===== src/rtl/mgp_pkg.sv =====
package mgp_pkg;

  // Core clock and management clock rates
  localparam int CORE_CLK_KHZ   = 10000;
  localparam int MDC_NOM_KHZ    = 2500;
  localparam int MDC_HALF_TICKS = CORE_CLK_KHZ / (2 * MDC_NOM_KHZ);
  localparam logic [1:0] MDC_HALF_LAST = 2'(MDC_HALF_TICKS - 1);

  // Nibble values on the wire
  localparam logic [3:0] NIB_ZERO     = 4'h0;
  localparam logic [3:0] NIB_PREAMBLE = 4'h5;
  localparam logic [3:0] NIB_SFD      = 4'hd;
  localparam logic [3:0] TX_SFD_COUNT = 4'he;  // Preamble step that emits the delimiter

  // Bit position within a nibble on the serial port
  localparam logic [1:0] BIT_FIRST = 2'h0;
  localparam logic [1:0] BIT_LAST  = 2'h3;
  localparam logic [1:0] BIT_STEP  = 2'h1;

  // Management frame layout
  localparam logic [31:0] MG_PREAMBLE   = 32'hffffffff;
  localparam logic [1:0]  MG_START      = 2'h1;
  localparam logic [1:0]  MG_OP_READ    = 2'h2;
  localparam logic [1:0]  MG_OP_WRITE   = 2'h1;
  localparam logic [1:0]  MG_TA_WRITE   = 2'h2;
  localparam logic [1:0]  MG_TA_READ    = 2'h0;
  localparam logic [5:0]  MG_BIT_LAST   = 6'h3f;
  localparam logic [5:0]  MG_TA_FIRST   = 6'h2e;
  localparam logic [5:0]  MG_DATA_FIRST = 6'h30;
  localparam logic [5:0]  MG_BIT_STEP   = 6'h01;

  // Bit positions in the synchronised pin vector
  localparam int SY_W      = 20;
  localparam int SY_SERIAL_RX_CLOCK  = 0;
  localparam int SY_RXD    = 1;
  localparam int SY_DV     = 5;
  localparam int SY_ER     = 6;
  localparam int SY_CRS    = 7;
  localparam int SY_COL    = 8;
  localparam int SY_SRXCLK = 9;
  localparam int SY_SRXBIT = 10;
  localparam int SY_SRXEN  = 11;
  localparam int SY_SCOL   = 12;
  localparam int SY_SERIAL_TX_CLOCK  = 13;
  localparam int SY_STXCLK = 14;
  localparam int SY_EAR_N  = 15;
  localparam int SY_TBC    = 16;
  localparam int SY_MDIO   = 17;
  localparam int SY_NTD    = 18;
  localparam int SY_NTE    = 19;

  typedef enum logic [1:0] {TX_IDLE, TX_PRE, TX_DATA, TX_LAST} mgp_tx_state_t;
  typedef enum logic [1:0] {RX_IDLE, RX_PRE, RX_FRAME} mgp_rx_state_t;
  typedef enum logic {MG_IDLE, MG_RUN} mgp_mg_state_t;

endpackage : mgp_pkg


===== src/rtl/mgp_port.sv =====
`timescale 1ns/1ps
module mgp_port
  import mgp_pkg::*;
(
  input  wire logic        core_clk,
  input  wire logic        resetn,
  input  wire logic        core_ce,
  input  wire logic        mii_select,
  input  wire logic        address_tap_enable,
  input  wire logic        frame_tagging_enable,
  input  wire logic        time_base_select,
  input  wire logic        time_base_clock_input,
  input  wire logic        mii_rx_clk,
  input  wire logic [3:0]  mii_rxd,
  input  wire logic        mii_rx_dv,
  input  wire logic        mii_rx_er,
  input  wire logic        mii_col,
  input  wire logic        mii_crs,
  input  wire logic        serial_rx_clock,
  input  wire logic        serial_rx_bit,
  input  wire logic        serial_rx_enable,
  input  wire logic        serial_collision_in,
  input  wire logic        mii_tx_clk,
  input  wire logic        serial_tx_clock,
  input  wire logic        external_address_reject_n,
  input  wire logic        internal_reject_in,
  input  wire logic        nibble_mode_tag_data_in,
  input  wire logic        nibble_mode_tag_enable_in,
  input  wire logic        tx_valid,
  input  wire logic [3:0]  tx_data,
  input  wire logic        tx_last,
  output logic             tx_ready,
  output logic [3:0]       mii_txd,
  output logic             mii_tx_en,
  output logic             mii_tx_er,
  output logic             serial_tx_bit,
  output logic             serial_tx_enable,
  output logic [3:0]       rx_nibble,
  output logic             rx_nibble_valid,
  output logic             rx_frame_done,
  output logic             rx_crc_error,
  output logic             rx_frame_reject,
  output logic             carrier_sense,
  output logic             collision,
  output logic             frame_byte_delimiter,
  output logic             serial_rx_data_tap,
  output logic             serial_rx_clock_tap,
  output logic             tag_data_in,
  output logic             tag_enable_in,
  input  wire logic        mgmt_start,
  input  wire logic        mgmt_read,
  input  wire logic [4:0]  mgmt_phy_addr,
  input  wire logic [4:0]  mgmt_reg_addr,
  input  wire logic [15:0] mgmt_wdata,
  output logic             mgmt_busy,
  output logic             mgmt_done,
  output logic [15:0]      mgmt_rdata,
  output logic             mdc,
  input  wire logic        mdio_i,
  output logic             mdio_o,
  output logic             mdio_oe
);

  logic [SY_W-1:0] pins_raw;
  logic [SY_W-1:0] pins_s;
  logic [SY_W-1:0] pins_p;
  logic            rx_edge;
  logic            rx_valid_in;
  logic            tx_edge;
  logic            nib_tick;
  logic [3:0]      rxd_s;
  mgp_rx_state_t   rx_state_q;
  logic            rx_prev_bit_q;
  logic            rx_first_q;
  logic [1:0]      rx_cnt_q;
  logic [1:0]      rx_idx;
  logic [3:0]      rx_shift_q;
  logic            rx_err_q;
  logic            rx_rej_q;
  mgp_tx_state_t   tx_state_q;
  mgp_tx_state_t   tx_state_d;
  logic [3:0]      tx_cnt_q;
  logic [3:0]      tx_cnt_d;
  logic [3:0]      nib_d;
  logic            en_d;
  logic [1:0]      tx_phase_q;
  logic [1:0]      tx_phase_nx;
  logic [3:0]      stx_nib_q;
  mgp_mg_state_t   mg_state_q;
  logic [63:0]     mg_frame_q;
  logic [5:0]      mg_bit_q;
  logic [5:0]      mg_bit_nx;
  logic [1:0]      mg_half_q;
  logic            mg_read_q;
  logic            mg_tick;

  // Every pin from outside the core clock passes two flops
  assign pins_raw = {nibble_mode_tag_enable_in, nibble_mode_tag_data_in, mdio_i,
                     time_base_clock_input, external_address_reject_n, serial_tx_clock,
                     mii_tx_clk, serial_collision_in, serial_rx_enable, serial_rx_bit,
                     serial_rx_clock, mii_col, mii_crs, mii_rx_er, mii_rx_dv, mii_rxd,
                     mii_rx_clk};

  mgp_sync #(.W(SY_W)) u_sync (
    .core_clk (core_clk),
    .resetn   (resetn),
    .core_ce  (core_ce),
    .async_in (pins_raw),
    .sync_out (pins_s)
  );

  // Previous synchronised levels for edge detection
  always_ff @(posedge core_clk or negedge resetn) begin
    if (!resetn) begin
      pins_p <= '0;
    end else if (core_ce) begin
      pins_p <= pins_s;
    end
  end

  // Receive edge and valid select by port mode
  assign rxd_s       = pins_s[SY_RXD +: 4];
  assign rx_edge     = core_ce & (mii_select ? (pins_s[SY_SERIAL_RX_CLOCK] & ~pins_p[SY_SERIAL_RX_CLOCK])
                                             : (pins_s[SY_SRXCLK] & ~pins_p[SY_SRXCLK]));
  assign rx_valid_in = mii_select ? pins_s[SY_DV] : pins_s[SY_SRXEN];
  assign tx_edge     = core_ce & (mii_select ? (pins_s[SY_SERIAL_TX_CLOCK] & ~pins_p[SY_SERIAL_TX_CLOCK])
                                             : (pins_s[SY_STXCLK] & ~pins_p[SY_STXCLK]));
  assign mii_tx_er   = 1'b0;

  // Receive framing: preamble hunt and start delimiter detection
  always_ff @(posedge core_clk or negedge resetn) begin
    if (!resetn) begin
      rx_state_q    <= RX_IDLE;
      rx_prev_bit_q <= 1'b0;
    end else if (rx_edge) begin
      if (!rx_valid_in) begin
        rx_state_q    <= RX_IDLE;
        rx_prev_bit_q <= 1'b0;
      end else begin
        rx_prev_bit_q <= pins_s[SY_SRXBIT];
        case (rx_state_q)
          RX_IDLE, RX_PRE: begin
            if (mii_select) begin
              if (rxd_s == NIB_SFD && !pins_s[SY_ER]) begin
                rx_state_q <= RX_FRAME;
              end else begin
                rx_state_q <= RX_PRE;
              end
            end else if (rx_state_q == RX_PRE && rx_prev_bit_q && pins_s[SY_SRXBIT]) begin
              rx_state_q <= RX_FRAME;
            end else begin
              rx_state_q <= RX_PRE;
            end
          end
          RX_FRAME: rx_state_q <= RX_FRAME;
          default:  rx_state_q <= RX_IDLE;
        endcase
      end
    end
  end

  // Position within the nibble being received
  assign rx_idx = rx_first_q ? BIT_FIRST : (rx_cnt_q + BIT_STEP);

  // Frame-byte delimiter and received nibbles
  always_ff @(posedge core_clk or negedge resetn) begin
    if (!resetn) begin
      frame_byte_delimiter <= 1'b0;
      rx_first_q           <= 1'b1;
      rx_cnt_q             <= BIT_FIRST;
      rx_shift_q           <= NIB_ZERO;
      rx_nibble            <= NIB_ZERO;
      rx_nibble_valid      <= 1'b0;
    end else if (core_ce) begin
      rx_nibble_valid <= 1'b0;
      if (rx_edge && rx_valid_in && rx_state_q == RX_FRAME) begin
        rx_first_q <= 1'b0;
        rx_cnt_q   <= rx_idx;
        if (rx_first_q) begin
          frame_byte_delimiter <= 1'b1;
        end else if (mii_select || rx_idx == BIT_FIRST) begin
          frame_byte_delimiter <= ~frame_byte_delimiter;
        end
        if (mii_select) begin
          rx_nibble       <= rxd_s;
          rx_nibble_valid <= 1'b1;
        end else begin
          rx_shift_q <= {pins_s[SY_SRXBIT], rx_shift_q[3:1]};
          if (rx_idx == BIT_LAST) begin
            rx_nibble       <= {pins_s[SY_SRXBIT], rx_shift_q[3:1]};
            rx_nibble_valid <= 1'b1;
          end
        end
      end else if (rx_state_q != RX_FRAME || (rx_edge && !rx_valid_in)) begin
        frame_byte_delimiter <= 1'b0;
        rx_first_q           <= 1'b1;
        rx_cnt_q             <= BIT_FIRST;
      end
    end
  end

  // Frame status: coding error and reject gathered over the frame
  always_ff @(posedge core_clk or negedge resetn) begin
    if (!resetn) begin
      rx_err_q        <= 1'b0;
      rx_rej_q        <= 1'b0;
      rx_frame_done   <= 1'b0;
      rx_crc_error    <= 1'b0;
      rx_frame_reject <= 1'b0;
    end else if (core_ce) begin
      rx_frame_done <= 1'b0;
      if (rx_state_q == RX_FRAME && rx_edge && !rx_valid_in) begin
        rx_frame_done   <= 1'b1;
        rx_crc_error    <= rx_err_q;
        rx_frame_reject <= rx_rej_q | ~pins_s[SY_EAR_N] | internal_reject_in;
        rx_err_q        <= 1'b0;
        rx_rej_q        <= 1'b0;
      end else if (rx_state_q == RX_FRAME) begin
        if (rx_edge && mii_select && pins_s[SY_DV] && pins_s[SY_ER]) begin
          rx_err_q <= 1'b1;
        end
        if (!pins_s[SY_EAR_N]) begin
          rx_rej_q <= 1'b1;
        end
      end else begin
        rx_err_q <= 1'b0;
        rx_rej_q <= 1'b0;
      end
    end
  end

  // Medium status, serial taps and tag input routing
  always_ff @(posedge core_clk or negedge resetn) begin
    if (!resetn) begin
      carrier_sense       <= 1'b0;
      collision           <= 1'b0;
      serial_rx_data_tap  <= 1'b0;
      serial_rx_clock_tap <= 1'b0;
      tag_data_in         <= 1'b0;
      tag_enable_in       <= 1'b0;
    end else if (core_ce) begin
      carrier_sense <= mii_select ? pins_s[SY_CRS] : pins_s[SY_SRXEN];
      collision     <= mii_select ? pins_s[SY_COL] : pins_s[SY_SCOL];
      if (mii_select) begin
        serial_rx_data_tap  <= 1'b0;
        serial_rx_clock_tap <= 1'b0;
      end else begin
        serial_rx_clock_tap <= pins_s[SY_SRXCLK];
        if (rx_edge && pins_s[SY_SRXEN]) begin
          serial_rx_data_tap <= pins_s[SY_SRXBIT];
        end
      end
      if (address_tap_enable && frame_tagging_enable) begin
        tag_data_in   <= mii_select ? pins_s[SY_NTD] : rxd_s[0];
        tag_enable_in <= mii_select ? pins_s[SY_NTE] : pins_s[SY_DV];
      end else begin
        tag_data_in   <= 1'b0;
        tag_enable_in <= 1'b0;
      end
    end
  end

  // One nibble step per transmit clock, or per four serial bits
  assign nib_tick = tx_edge & (mii_select | (tx_phase_q == BIT_LAST));
  assign tx_ready = nib_tick & (tx_state_q == TX_DATA);

  // Transmit sequencer: preamble, delimiter, then user nibbles
  always_comb begin
    tx_state_d = tx_state_q;
    tx_cnt_d   = tx_cnt_q;
    nib_d      = NIB_ZERO;
    en_d       = 1'b0;
    case (tx_state_q)
      TX_IDLE: begin
        if (tx_valid) begin
          tx_state_d = TX_PRE;
          tx_cnt_d   = NIB_ZERO;
          nib_d      = NIB_PREAMBLE;
          en_d       = 1'b1;
        end
      end
      TX_PRE: begin
        en_d     = 1'b1;
        tx_cnt_d = tx_cnt_q + 4'h1;
        if (tx_cnt_q == TX_SFD_COUNT) begin
          nib_d      = NIB_SFD;
          tx_state_d = TX_DATA;
        end else begin
          nib_d = NIB_PREAMBLE;
        end
      end
      TX_DATA: begin
        if (tx_valid) begin
          nib_d      = tx_data;
          en_d       = 1'b1;
          tx_state_d = tx_last ? TX_LAST : TX_DATA;
        end else begin
          tx_state_d = TX_IDLE;
        end
      end
      TX_LAST:  tx_state_d = TX_IDLE;
      default:  tx_state_d = TX_IDLE;
    endcase
  end

  // Transmit sequencer state
  always_ff @(posedge core_clk or negedge resetn) begin
    if (!resetn) begin
      tx_state_q <= TX_IDLE;
      tx_cnt_q   <= NIB_ZERO;
    end else if (nib_tick) begin
      tx_state_q <= tx_state_d;
      tx_cnt_q   <= tx_cnt_d;
    end
  end

  // Nibble transmit pins
  always_ff @(posedge core_clk or negedge resetn) begin
    if (!resetn) begin
      mii_txd   <= NIB_ZERO;
      mii_tx_en <= 1'b0;
    end else if (core_ce) begin
      if (!mii_select) begin
        mii_txd   <= NIB_ZERO;
        mii_tx_en <= 1'b0;
      end else if (nib_tick) begin
        mii_tx_en <= en_d;
        mii_txd   <= en_d ? nib_d : NIB_ZERO;
      end
    end
  end

  assign tx_phase_nx = tx_phase_q + BIT_STEP;

  // Serial transmit pins, low bit of each nibble first
  always_ff @(posedge core_clk or negedge resetn) begin
    if (!resetn) begin
      tx_phase_q       <= BIT_LAST;
      stx_nib_q        <= NIB_ZERO;
      serial_tx_bit    <= 1'b0;
      serial_tx_enable <= 1'b0;
    end else if (core_ce) begin
      if (mii_select) begin
        tx_phase_q       <= BIT_LAST;
        serial_tx_bit    <= 1'b0;
        serial_tx_enable <= 1'b0;
      end else if (tx_edge) begin
        if (tx_phase_q == BIT_LAST) begin
          stx_nib_q        <= nib_d;
          serial_tx_bit    <= en_d & nib_d[0];
          serial_tx_enable <= en_d;
          tx_phase_q       <= en_d ? BIT_FIRST : BIT_LAST;
        end else begin
          serial_tx_bit <= stx_nib_q[tx_phase_nx];
          tx_phase_q    <= tx_phase_nx;
        end
      end
    end
  end

  // Management time base: every core cycle or external clock edges
  assign mg_tick = core_ce & (time_base_select ? (pins_s[SY_TBC] & ~pins_p[SY_TBC])
                                               : 1'b1);
  assign mg_bit_nx = mg_bit_q + MG_BIT_STEP;
  assign mgmt_busy = (mg_state_q == MG_RUN);

  // Management frame engine
  always_ff @(posedge core_clk or negedge resetn) begin
    if (!resetn) begin
      mg_state_q <= MG_IDLE;
      mg_frame_q <= '0;
      mg_bit_q   <= '0;
      mg_half_q  <= '0;
      mg_read_q  <= 1'b0;
      mdc        <= 1'b0;
      mdio_o     <= 1'b0;
      mdio_oe    <= 1'b0;
      mgmt_done  <= 1'b0;
      mgmt_rdata <= '0;
    end else if (core_ce) begin
      mgmt_done <= 1'b0;
      case (mg_state_q)
        MG_IDLE: begin
          mdc     <= 1'b0;
          mdio_oe <= 1'b0;
          if (mgmt_start) begin
            mg_state_q <= MG_RUN;
            mg_read_q  <= mgmt_read;
            mg_frame_q <= {MG_PREAMBLE, MG_START, mgmt_read ? MG_OP_READ : MG_OP_WRITE,
                           mgmt_phy_addr, mgmt_reg_addr,
                           mgmt_read ? MG_TA_READ : MG_TA_WRITE, mgmt_wdata};
            mg_bit_q   <= '0;
            mg_half_q  <= '0;
            mdio_o     <= MG_PREAMBLE[31];
            mdio_oe    <= 1'b1;
          end
        end
        MG_RUN: begin
          if (mg_tick) begin
            mg_half_q <= mg_half_q + 2'h1;
            if (mg_half_q == MDC_HALF_LAST) begin
              mg_half_q <= '0;
              if (!mdc) begin
                mdc <= 1'b1;
              end else begin
                mdc <= 1'b0;
                // Read bit taken at the end of its bit time, past the synchroniser delay
                if (mg_read_q && mg_bit_q >= MG_DATA_FIRST) begin
                  mgmt_rdata <= {mgmt_rdata[14:0], pins_s[SY_MDIO]};
                end
                if (mg_bit_q == MG_BIT_LAST) begin
                  mg_state_q <= MG_IDLE;
                  mdio_oe    <= 1'b0;
                  mgmt_done  <= 1'b1;
                end else begin
                  mg_bit_q   <= mg_bit_nx;
                  mg_frame_q <= {mg_frame_q[62:0], 1'b0};
                  mdio_o     <= mg_frame_q[62];
                  mdio_oe    <= !(mg_read_q && mg_bit_nx >= MG_TA_FIRST);
                end
              end
            end
          end
        end
        default: mg_state_q <= MG_IDLE;
      endcase
    end
  end

endmodule : mgp_port


===== src/rtl/mgp_sync.sv =====
`timescale 1ns/1ps
module mgp_sync
  import mgp_pkg::*;
#(
  parameter int W = 1
) (
  input  wire logic         core_clk,
  input  wire logic         resetn,
  input  wire logic         core_ce,
  input  wire logic [W-1:0] async_in,
  output logic      [W-1:0] sync_out
);

  logic [W-1:0] meta_q;

  // Two flip-flop chain; the first stage feeds only the second
  always_ff @(posedge core_clk or negedge resetn) begin
    if (!resetn) begin
      meta_q   <= '0;
      sync_out <= '0;
    end else if (core_ce) begin
      meta_q   <= async_in;
      sync_out <= meta_q;
    end
  end

endmodule : mgp_sync


===== config.mk =====
export PLATFORM = sky130hd
export DESIGN_NAME = mgp_port
export DESIGN_NICKNAME = d
export VERILOG_FILES = /design/src/rtl/mgp_pkg.sv /design/src/rtl/mgp_port.sv /design/src/rtl/mgp_sync.sv
export SDC_FILE = /design/constraint.sdc
export NUM_CORES = 1
export LEC_CHECK = 0
export ABC_AREA = 1
export BUFFER_PORTS_ARGS = -buffer_cell sky130_fd_sc_hd__buf_2
export CORE_ASPECT_RATIO = 0.6
export CORE_MARGIN = 1.5
export CORE_UTILIZATION = 35
export DETAILED_ROUTE_END_ITERATION = 6
export MAX_ROUTING_LAYER = met4
export PLACE_DENSITY = 0.61
export SETUP_SLACK_MARGIN = 0.3
export SYNTH_ARGS = -nofsm -noshare
export SYNTH_HDL_FRONTEND = slang
export SYNTH_HIERARCHICAL = 1
export SYNTH_SLANG_ARGS = --single-unit

===== constraint.sdc =====
create_clock -name core_clk -period 1.8 [get_ports core_clk]
set_input_delay 0.18 -clock core_clk [delete_from_list [all_inputs] [get_ports core_clk]]
set_output_delay 0.18 -clock core_clk [all_outputs]
set_load 0.005 [all_outputs]

==> impl_summary.txt, run 1 <==
----------------------------------------------------
[Outcome]
  Result of the run ... finished, final reports clean

[Routing]
  Routed wire length per instance ... 15.88 um
  Antenna Violating Nets Remaining ... 0
  Post-DR vias/cell ... 4.775
  DRC viols ... 0
  Wire length after detailed routing ... 23.83 mm
  Number of vias in the routed layout ... 7168
  Starting DRC count in detailed routing ... 488
  Number of detailed-route iterations in the first pass ... 6

[CTS]
  Root buffer cell ... sky130_fd_sc_hd__clkbuf_16
  Maximum count of clock buffers along a single path ... 2
  Clock Pin Slew Worst Setup and Hold Paths ... 70 ps
  CTS Buf Count ... 17
  Worst-skew pair later-pin latency ... 430 ps
  Clock sink count ... 183
  CTS tree ... yes
  Number of H-tree branching levels ... 4

[Synth]
  Mean post-synth cell area ... 8.269 um^2
  Number of distinct library cells after synthesis ... 41
  Number of warnings reported in the yosys synthesis log ... 6
  Post-Synthesis Cells ... 985
  Post-synthesis instance area ... 0.008145 mm^2
  Post-synth EDFFs ... 0
  Number of flip-flops and latches in the synthesized netlist ... 183
  Commonest register cell after synthesis ... sky130_fd_sc_hd__dfrtp_1
  Syn_nets ... 1052
  Sequential cell area fraction in the yosys report ... 56.27%
  Share of synthesized registers carrying an async set or reset ... 100.0%

[Finish]
  Finished layout cell area ... 0.01178 mm^2
  Top library cells by usage in the layout, fill and taps aside ... 337 x sky130_fd_sc_hd__nand2_1, 178 x sky130_fd_sc_hd__dfrtp_1, 104 x sky130_fd_sc_hd__buf_2
  FILL cells ... 2060
  Share of final-layout standard cells stronger than drive strength 1 ... 35.88%
  Post-Layout Cell Count ... 1501
  Most common library cell in the layout ignoring fill and taps ... sky130_fd_sc_hd__nand2_1
  Area added between synthesis and finish ... 44.65%
  Total Nets Final ... 1248
  Number of diodes ... 0

[Global route]
  Largest net degree at the start of global routing ... 49
  First-pass GRT wire length ... 35.59 mm
  Initial antenna violation count ... 0
  All-Layer GR Usage ... 19.74%
  Vias in the first global route ... 6738
  GRT overflow ... 0

[Hold path]
  Kind of path behind the tightest hold check ... in2reg
  Number of cells on the worst hold path ... 3
  Worst Hold Path EP ... mg_read_q$_DFFE_PN0P_
  Hold path start ... mgmt_read

[Place]
  GP Congestion ... 0.8281
  Total placed cells including tap cells ... 1376
  Total half-perimeter wirelength after legalization and detailed placement ... 13.25 mm
  Area of placed instances ... 0.009017 mm^2
  Count of port buffers added during placement ... 105

[Critical path]
  Critical path arrival ... 2130 ps
  Launch point of the worst reg-to-reg path ... mgmt_busy$_DFFE_PN0P_
  Worst setup path category ... reg2reg
  Critical path peak fanout ... 7
  Largest stage delay on the critical path ... 480 ps
  Reg-to-Reg End ... mg_bit_q[0]$_DFFE_PN0P_
  Crit path launch type ... flop
  Endpoint class of the critical path ... flop
  Slack of the worst reg-to-reg path ... 40 ps
  Required time at the endpoint of the critical path ... 2170 ps
  Cell depth of the worst flop-to-flop path ... 9
  Sequence of cells on the critical path ... a31oi_4 > nand2_2 > buf_6 > buf_6 > a21oi_4 > buf_6 > clkbuf_16 > nand2_1 > nand2_1
  Timing startpoint of the critical path ... mgmt_busy$_DFFE_PN0P_
  Standard cell with the maximum stage delay on the critical path ... sky130_fd_sc_hd__dfrtp_2
  Crit path top cell by count ... sky130_fd_sc_hd__buf_6

[STA]
  Final count of hold timing violations ... 0
  Fin Clk Skew ... 9.383 ps
  Period utilisation layout ... 98.03%
  Time the final worst path needs with I/O delays and setup ... 1765 ps
  Number of setup violations in the final report ... 0
  Max Fclk ... 566.7 MHz
  Max Transition Viols Final ... 0
  Unrepaired setup endpoints after global routing ... true

[Die]
  Number of placement rows ... 42
  Count of pins on the block boundary ... 107
  Die Y ... 121.2 um
  Die Outline Area ... 0.02423 mm^2
  Core outline area ... 0.02244 mm^2
  Floorplan die width ... 199.9 um
  Initial cell density of the core ... 36.30%

[Power]
  VDD IR-drop max ... 0.7903 mV
  Leakage power ... 0.006093 uW
  Cell Pwr Density ... 1265 mW/mm^2

[Job]
  Reported max-cap violation count ... 0

----------------------------------------------------
==> kinds of logic (layout without fill, tap and decap cells) <==
group	Yosys count	in the layout	share of synthesized area (%)
flops	183	183	56.27
compound gates	130	130	8.787
buf+inv	103	311	6.267
simple gates	560	560	27.54
other cells	1	1	0.04604
xor+xnor	3	3	0.3226
fa+ha+maj	5	5	0.7680
==> repair_timing <==
| action | in CTS | in global routing |
|---|---|---|
| buffers inserted | 33 | 19 |
| hold buffers | 21 | 0 |
| hold endpoints to repair | 52 | 0 |
| resized for setup | 86 | 229 |
| cloned | 16 | 5 |
| pin swaps | 17 | 39 |
| setup endpoints to repair | 97 | 103 |
==> final cells by class <==
class | instances | area (um^2) | share of cell area, %
Inverter | 60 | 239.0 | 2.028
Clock buffer | 18 | 439.2 | 3.727
Tap cell | 308 | 385.4 | 3.271
Sequential cell | 183 | 4586 | 38.92
Multi-Input combinational cell | 699 | 3895 | 33.06
Timing Repair Buffer | 220 | 2110 | 17.90
Clock inverter | 13 | 128.9 | 1.094
==> worst max path at each step <==
stage / endpoint
4_1_cts: tx_ready
3_3_place_gp: tx_cnt_q[0]$_DFFE_PN0P_
5_1_grt: mg_frame_q[44]$_DFFE_PN0P_
6_report: mg_bit_q[0]$_DFFE_PN0P_
2_1_floorplan: mg_frame_q[50]$_DFFE_PN0P_
3_5_place_dp: tx_cnt_q[0]$_DFFE_PN0P_
==> metrics by stage <==
| stage | total power, uW | util [%] | setup TNS [ps] | worst slack, ps | hold WS [ps] |
|---|---|---|---|---|---|
| 3_5_place_dp | 8751 | 40.19 | 0 | 105.8 | 129.4 |
| 2_1_floorplan | 7811 | - | 0 | 288.2 | -115.6 |
| 5_1_grt | 15750 | 52.51 | -14.55 | -11.01 | 36.21 |
| 6_report | 14910 | 52.51 | 0 | 35.47 | 36.68 |
| 4_1_cts | 13730 | 47.94 | 0 | 72.99 | 8.339 |
| 3_3_place_gp | 8680 | 40.19 | 0 | 113.7 | 128.5 |
==> registers in the layout (all words and copies together) (netlist names), 2 cells and up <==
signal	flops
tx_phase_q	2
mii_txd	4
rx_nibble	4
mg_frame_q	63
tx_cnt_q	4
tx_state_q	2
u_sync/meta_q	20
mgmt_rdata	16
stx_nib_q	4
mg_half_q	2
rx_cnt_q	2
rx_state_q	2
mg_bit_q	6
pins_p	5
u_sync/sync_out	20
rx_shift_q	3
==> where the power goes <==
group | switching (uW) | internal [uW]
Clock | 1630 | 2070
Sequential | 813 | 5160
Combinational | 2770 | 2470
==> synthesized netlist by cell type, drive strengths merged (2+ instances only) <==
master | number | area, um^2
nand2 | 441 | 1683
dfrtp | 180 | 4504
o21ai | 89 | 456.7
nor2 | 77 | 314.0
inv | 59 | 224.0
buf | 37 | 260.3
nand3 | 32 | 177.7
a21oi | 27 | 142.6
clkbuf | 6 | 22.52
ha | 5 | 62.56
a31oi | 4 | 40.04
nand4 | 4 | 25.02
nor3 | 4 | 31.28
o31ai | 4 | 30.03
dfstp | 3 | 78.83
xor2 | 3 | 26.28
o21bai | 2 | 15.01
==> layer usage <==
metal	up-vias	wire length [um]	GRT usage (%)
li1	3498	-	-
met1	3442	12050	30.38
met2	199	10170	25.33
met3	29	1188	4.252
met4	0	424	6.156
met5	-	0	-
==> worst max-delay path: cells and delay by family (launching register included) <==
family / cells / cell delay (ps)
simple gates: 3 / 210
compound gates: 2 / 430
flops: 1 / 480
buf+inv: 4 / 560
No activity file was read; power rests on OpenSTA's default activity.
==> inputs of run 2 (changes only) <==
SYNTH_HIERARCHICAL = unset   (was 1)
==> impl_summary.txt, run 2 <==
----------------------------------------------------
[Outcome]
  Result of the run ... finished, final reports clean (unchanged)

[Global route]
  Initial antenna violation count ... 0 (unchanged)
  Vias in the first global route ... 6881 (was 6738)
  All-Layer GR Usage ... 19.11% (was 19.74%)
  Largest net degree at the start of global routing ... 57 (was 49)
  First-pass GRT wire length ... 35.90 mm (was 35.59 mm)
  GRT overflow ... 0 (unchanged)

[CTS]
  Number of H-tree branching levels ... 4 (unchanged)
  CTS Buf Count ... 17 (unchanged)
  Clock sink count ... 183 (unchanged)
  CTS tree ... yes (unchanged)
  Maximum count of clock buffers along a single path ... 2 (unchanged)
  Worst-skew pair later-pin latency ... 440 ps (was 430 ps)
  Clock Pin Slew Worst Setup and Hold Paths ... 80 ps (was 70 ps)
  Root buffer cell ... sky130_fd_sc_hd__clkbuf_16 (unchanged)

[Critical path]
  Critical path peak fanout ... 7 (unchanged)
  Cell depth of the worst flop-to-flop path ... 12 (was 9)
  Endpoint class of the critical path ... flop (unchanged)
  Launch point of the worst reg-to-reg path ... mg_bit_q[1]$_DFFE_PN0P_ (was mgmt_busy$_DFFE_PN0P_)
  Required time at the endpoint of the critical path ... 2130 ps (was 2170 ps)
  Critical path arrival ... 2080 ps (was 2130 ps)
  Reg-to-Reg End ... mg_frame_q[36]$_DFFE_PN0P_ (was mg_bit_q[0]$_DFFE_PN0P_)
  Slack of the worst reg-to-reg path ... 40 ps (about the same)
  Worst setup path category ... reg2reg (unchanged)
  Crit path launch type ... flop (unchanged)

[Synth]
  Post-synth EDFFs ... 0 (unchanged)
  Number of flip-flops and latches in the synthesized netlist ... 183 (unchanged)
  Post-Synthesis Cells ... 1039 (was 985)
  Syn_nets ... 1106 (was 1052)
  Post-synthesis instance area ... 0.008322 mm^2 (was 0.008145 mm^2)
  Sequential cell area fraction in the yosys report ... 55.07% (was 56.27%)
  Synth cell count leaders ... 508 x sky130_fd_sc_hd__nand2_1, 180 x sky130_fd_sc_hd__dfrtp_1, 65 x sky130_fd_sc_hd__inv_1, 64 x sky130_fd_sc_hd__o21ai_0, 39 x sky130_fd_sc_hd__nor2_1 (was 432 x sky130_fd_sc_hd__nand2_1, 180 x sky130_fd_sc_hd__dfrtp_1, 73 x sky130_fd_sc_hd__nor2_1, 63 x sky130_fd_sc_hd__o21ai_0, 53 x sky130_fd_sc_hd__inv_1)
  Share of synthesized registers carrying an async set or reset ... 100.0% (unchanged)
  Fraction of post-synthesis cell area in the top cell type by area ... 54.13% (was 55.30%)
  Most numerous cell in the Yosys netlist ... sky130_fd_sc_hd__nand2_1 (unchanged)
  Mean post-synth cell area ... 8.009 um^2 (was 8.269 um^2)
  Commonest register cell after synthesis ... sky130_fd_sc_hd__dfrtp_1 (unchanged)
  Number of distinct library cells after synthesis ... 43 (was 41)
  Number of warnings reported in the yosys synthesis log ... 0 (was 6)
  Synth area leaders ... sky130_fd_sc_hd__dfrtp_1 54%, sky130_fd_sc_hd__nand2_1 23%, sky130_fd_sc_hd__o21ai_0 3.8% (was sky130_fd_sc_hd__dfrtp_1 55%, sky130_fd_sc_hd__nand2_1 20%, sky130_fd_sc_hd__o21ai_0 3.9%)
  Dominant cell type by area after synthesis ... sky130_fd_sc_hd__dfrtp_1 (unchanged)

[Place]
  Total half-perimeter wirelength after legalization and detailed placement ... 13.41 mm (was 13.25 mm)
  GP Congestion ... 0.8403 (was 0.8281)
  Count of port buffers added during placement ... 105 (unchanged)

[Job]
  Reported max-cap violation count ... 0 (unchanged)

[STA]
  Period utilisation layout ... 97.51% (was 98.03%)
  Final count of hold timing violations ... 0 (unchanged)
  Max Transition Viols Final ... 0 (unchanged)
  Unrepaired setup endpoints after global routing ... true (unchanged)
  Worst Hold Slack ... 24.82 ps (was 36.68 ps)
  Number of setup violations in the final report ... 0 (unchanged)
  Fin Clk Skew ... 12.43 ps (was 9.383 ps)
  Max Fclk ... 569.7 MHz (was 566.7 MHz)
  Actual transition at the worst max-transition pin ... 508.6 ps
  Time the final worst path needs with I/O delays and setup ... 1755 ps (was 1765 ps)
  Worst max-slew margin expressed relative to the limit ... 66.10%

[Routing]
  Routed wire length per instance ... 14.21 um (was 15.88 um)
  Wire length after detailed routing ... 22.21 mm (was 23.83 mm)
  Number of vias in the routed layout ... 7122 (was 7168)
  Number of detailed-route iterations in the first pass ... 5 (was 6)
  Antenna Violating Nets Remaining ... 0 (unchanged)
  Post-DR vias/cell ... 4.557 (was 4.775)
  Starting DRC count in detailed routing ... 435 (was 488)
  DRC viols ... 0 (unchanged)

[Finish]
  Number of flip-flops in the largest register ... 63 (unchanged)
  Share of final-layout standard cells stronger than drive strength 1 ... 35.18% (was 35.88%)
  Area taken by multi-input logic gates ... 0.003894 mm^2 (was 0.003895 mm^2)
  Area added between synthesis and finish ... 41.68% (was 44.65%)
  Largest registers ... mg_frame_q: 63 flops, u_sync.meta_q: 20 flops, u_sync.sync_out: 20 flops (was mg_frame_q: 63 flops, u_sync/meta_q: 20 flops, u_sync/sync_out: 20 flops)
  Final standard cell utilization of the core ... 50.73% (was 52.51%)
  Top library cells by usage in the layout, fill and taps aside ... 383 x sky130_fd_sc_hd__nand2_1, 179 x sky130_fd_sc_hd__dfrtp_1, 104 x sky130_fd_sc_hd__buf_2 (was 337 x sky130_fd_sc_hd__nand2_1, 178 x sky130_fd_sc_hd__dfrtp_1, 104 x sky130_fd_sc_hd__buf_2)
  Total Nets Final ... 1303 (was 1248)
  Top reg by flops ... mg_frame_q (unchanged)
  FILL cells ... 2189 (was 2060)
  Number of diodes ... 0 (unchanged)
  Area used by sequential logic in the layout ... 0.004584 mm^2 (was 0.004586 mm^2)
  Most common library cell in the layout ignoring fill and taps ... sky130_fd_sc_hd__nand2_1 (unchanged)

[Die]
  Initial cell density of the core ... 35.80% (was 36.30%)
  Number of placement rows ... 43 (was 42)
  Die Outline Area ... 0.02474 mm^2 (was 0.02423 mm^2)
  Count of pins on the block boundary ... 107 (unchanged)
  Die Y ... 122.4 um (was 121.2 um)
  Floorplan die width ... 202.1 um (was 199.9 um)
  Core outline area ... 0.02324 mm^2 (was 0.02244 mm^2)

[Hold path]
  Number of cells on the worst hold path ... 5 (was 3)
  Hold path start ... mgmt_wdata[11] (was mgmt_read)
  Worst Hold Path EP ... mg_frame_q[11]$_DFFE_PN0P_ (was mg_read_q$_DFFE_PN0P_)
  Kind of path behind the tightest hold check ... in2reg (unchanged)

[Power]
  VDD IR-drop max ... 0.4740 mV (was 0.7903 mV)
  Cell Pwr Density ... 1113 mW/mm^2 (was 1265 mW/mm^2)
  Leakage power ... 0.006270 uW (was 0.006093 uW)

----------------------------------------------------
[run 2: cell types whose count changed after synthesis, sizes merged, moves of 2 or more]
cell / before / now
nand2: 441 / 511
or2: 1 / 34
nor2: 77 / 45
o21ai: 89 / 70
clkbuf: 6 / 23
a21oi: 27 / 11
buf: 37 / 21
inv: 59 / 70
nand3: 32 / 36
nand3b: 0 / 3
a31oi: 4 / 2
[run 2: logic make-up after synthesis]
group / Yosys count / synth area share [%]
AO/OA/AOI/OAI: 94 / 6.074
XOR/XNOR: 4 / 0.4211
adder cells (fa/ha/maj): 5 / 0.7518
buffers and inverters: 114 / 6.029
flip-flops: 183 / 55.07
multiplexers: 1 / 0.1353
other: 1 / 0.04506
AND/OR/NAND/NOR: 637 / 31.47
[run 2: critical path, stage by stage, from the launching register on]
cell	delay (ps)
sky130_fd_sc_hd__dfrtp_1	400
sky130_fd_sc_hd__ha_4	170
sky130_fd_sc_hd__nand3_4	80
sky130_fd_sc_hd__nor2_4	130
sky130_fd_sc_hd__nor2_4	60
sky130_fd_sc_hd__nor2_4	140
sky130_fd_sc_hd__buf_6	120
sky130_fd_sc_hd__nor2_4	40
sky130_fd_sc_hd__buf_12	140
sky130_fd_sc_hd__buf_8	120
sky130_fd_sc_hd__buf_12	130
sky130_fd_sc_hd__nand2_1	60
sky130_fd_sc_hd__nand2_1	50
[run 2: final cells by class]
cell class / count / area share, %
clock buffers: 20 / 3.873
clock inverters: 11 / 1.454
inverters: 70 / 2.313
multi-input cells: 743 / 33.03
flip-flops and latches: 183 / 38.88
well taps: 315 / 3.343
repair buffers: 221 / 17.11
[run 2: per-layer routing]
layer,vias up,global-route usage (%),wire (um)
li1,3617,-,-
met1,3353,28.65,11990
met2,133,25.54,9081
met3,19,3.478,885
met4,0,6.437,255
met5,-,-,0
[run 2: metrics by stage]
step           cell area, um^2  TNS [ps]  total power (uW)  worst slack (ps)  std cells
6_report                 11790         0             13120             44.76       1563
5_1_grt                  11790    -892.0             13900            -52.17       1563
4_1_cts                  11180         0             12710             24.04       1554
3_5_place_dp              9422    -26.03              7914            -9.751       1456
3_3_place_gp              9422         0              7842             47.38       1456
2_1_floorplan             8333         0              7058             277.6       1039
[run 2: worst max-delay path by stage]
stage | slack (ps) | startpoint | end
6_report | 40 | mg_bit_q[1]$_DFFE_PN0P_ | mg_frame_q[36]$_DFFE_PN0P_
5_1_grt | -50 | mg_bit_q[1]$_DFFE_PN0P_ | mg_frame_q[58]$_DFFE_PN0P_
4_1_cts | 20 | tx_phase_q[1]$_DFFE_PN1P_ | tx_ready
3_5_place_dp | -10 | mg_bit_q[1]$_DFFE_PN0P_ | mg_frame_q[35]$_DFFE_PN0P_
3_3_place_gp | 50 | mg_bit_q[1]$_DFFE_PN0P_ | mg_frame_q[6]$_DFFE_PN0P_
2_1_floorplan | 280 | mg_bit_q[0]$_DFFE_PN0P_ | mg_bit_q[2]$_DFFE_PN0P_
[run 2: power breakdown]
part | switching (uW) | total (uW) | leakage (uW) | internal, uW
logic | 1810 | 3530 | 0.00357 | 1720
registers | 607 | 5540 | 0.00240 | 4930
clock network | 1660 | 4060 | 0.000302 | 2400
[run 2: what timing repair did]
action | CTS | global route
hold endpoints to repair | 69 | 0
pin swaps | 18 | 35
hold buffers | 22 | 0
cloned | 12 | 4
buffers inserted | 33 | 5
gates resized for setup | 96 | 158
setup endpoints to repair | 99 | 108
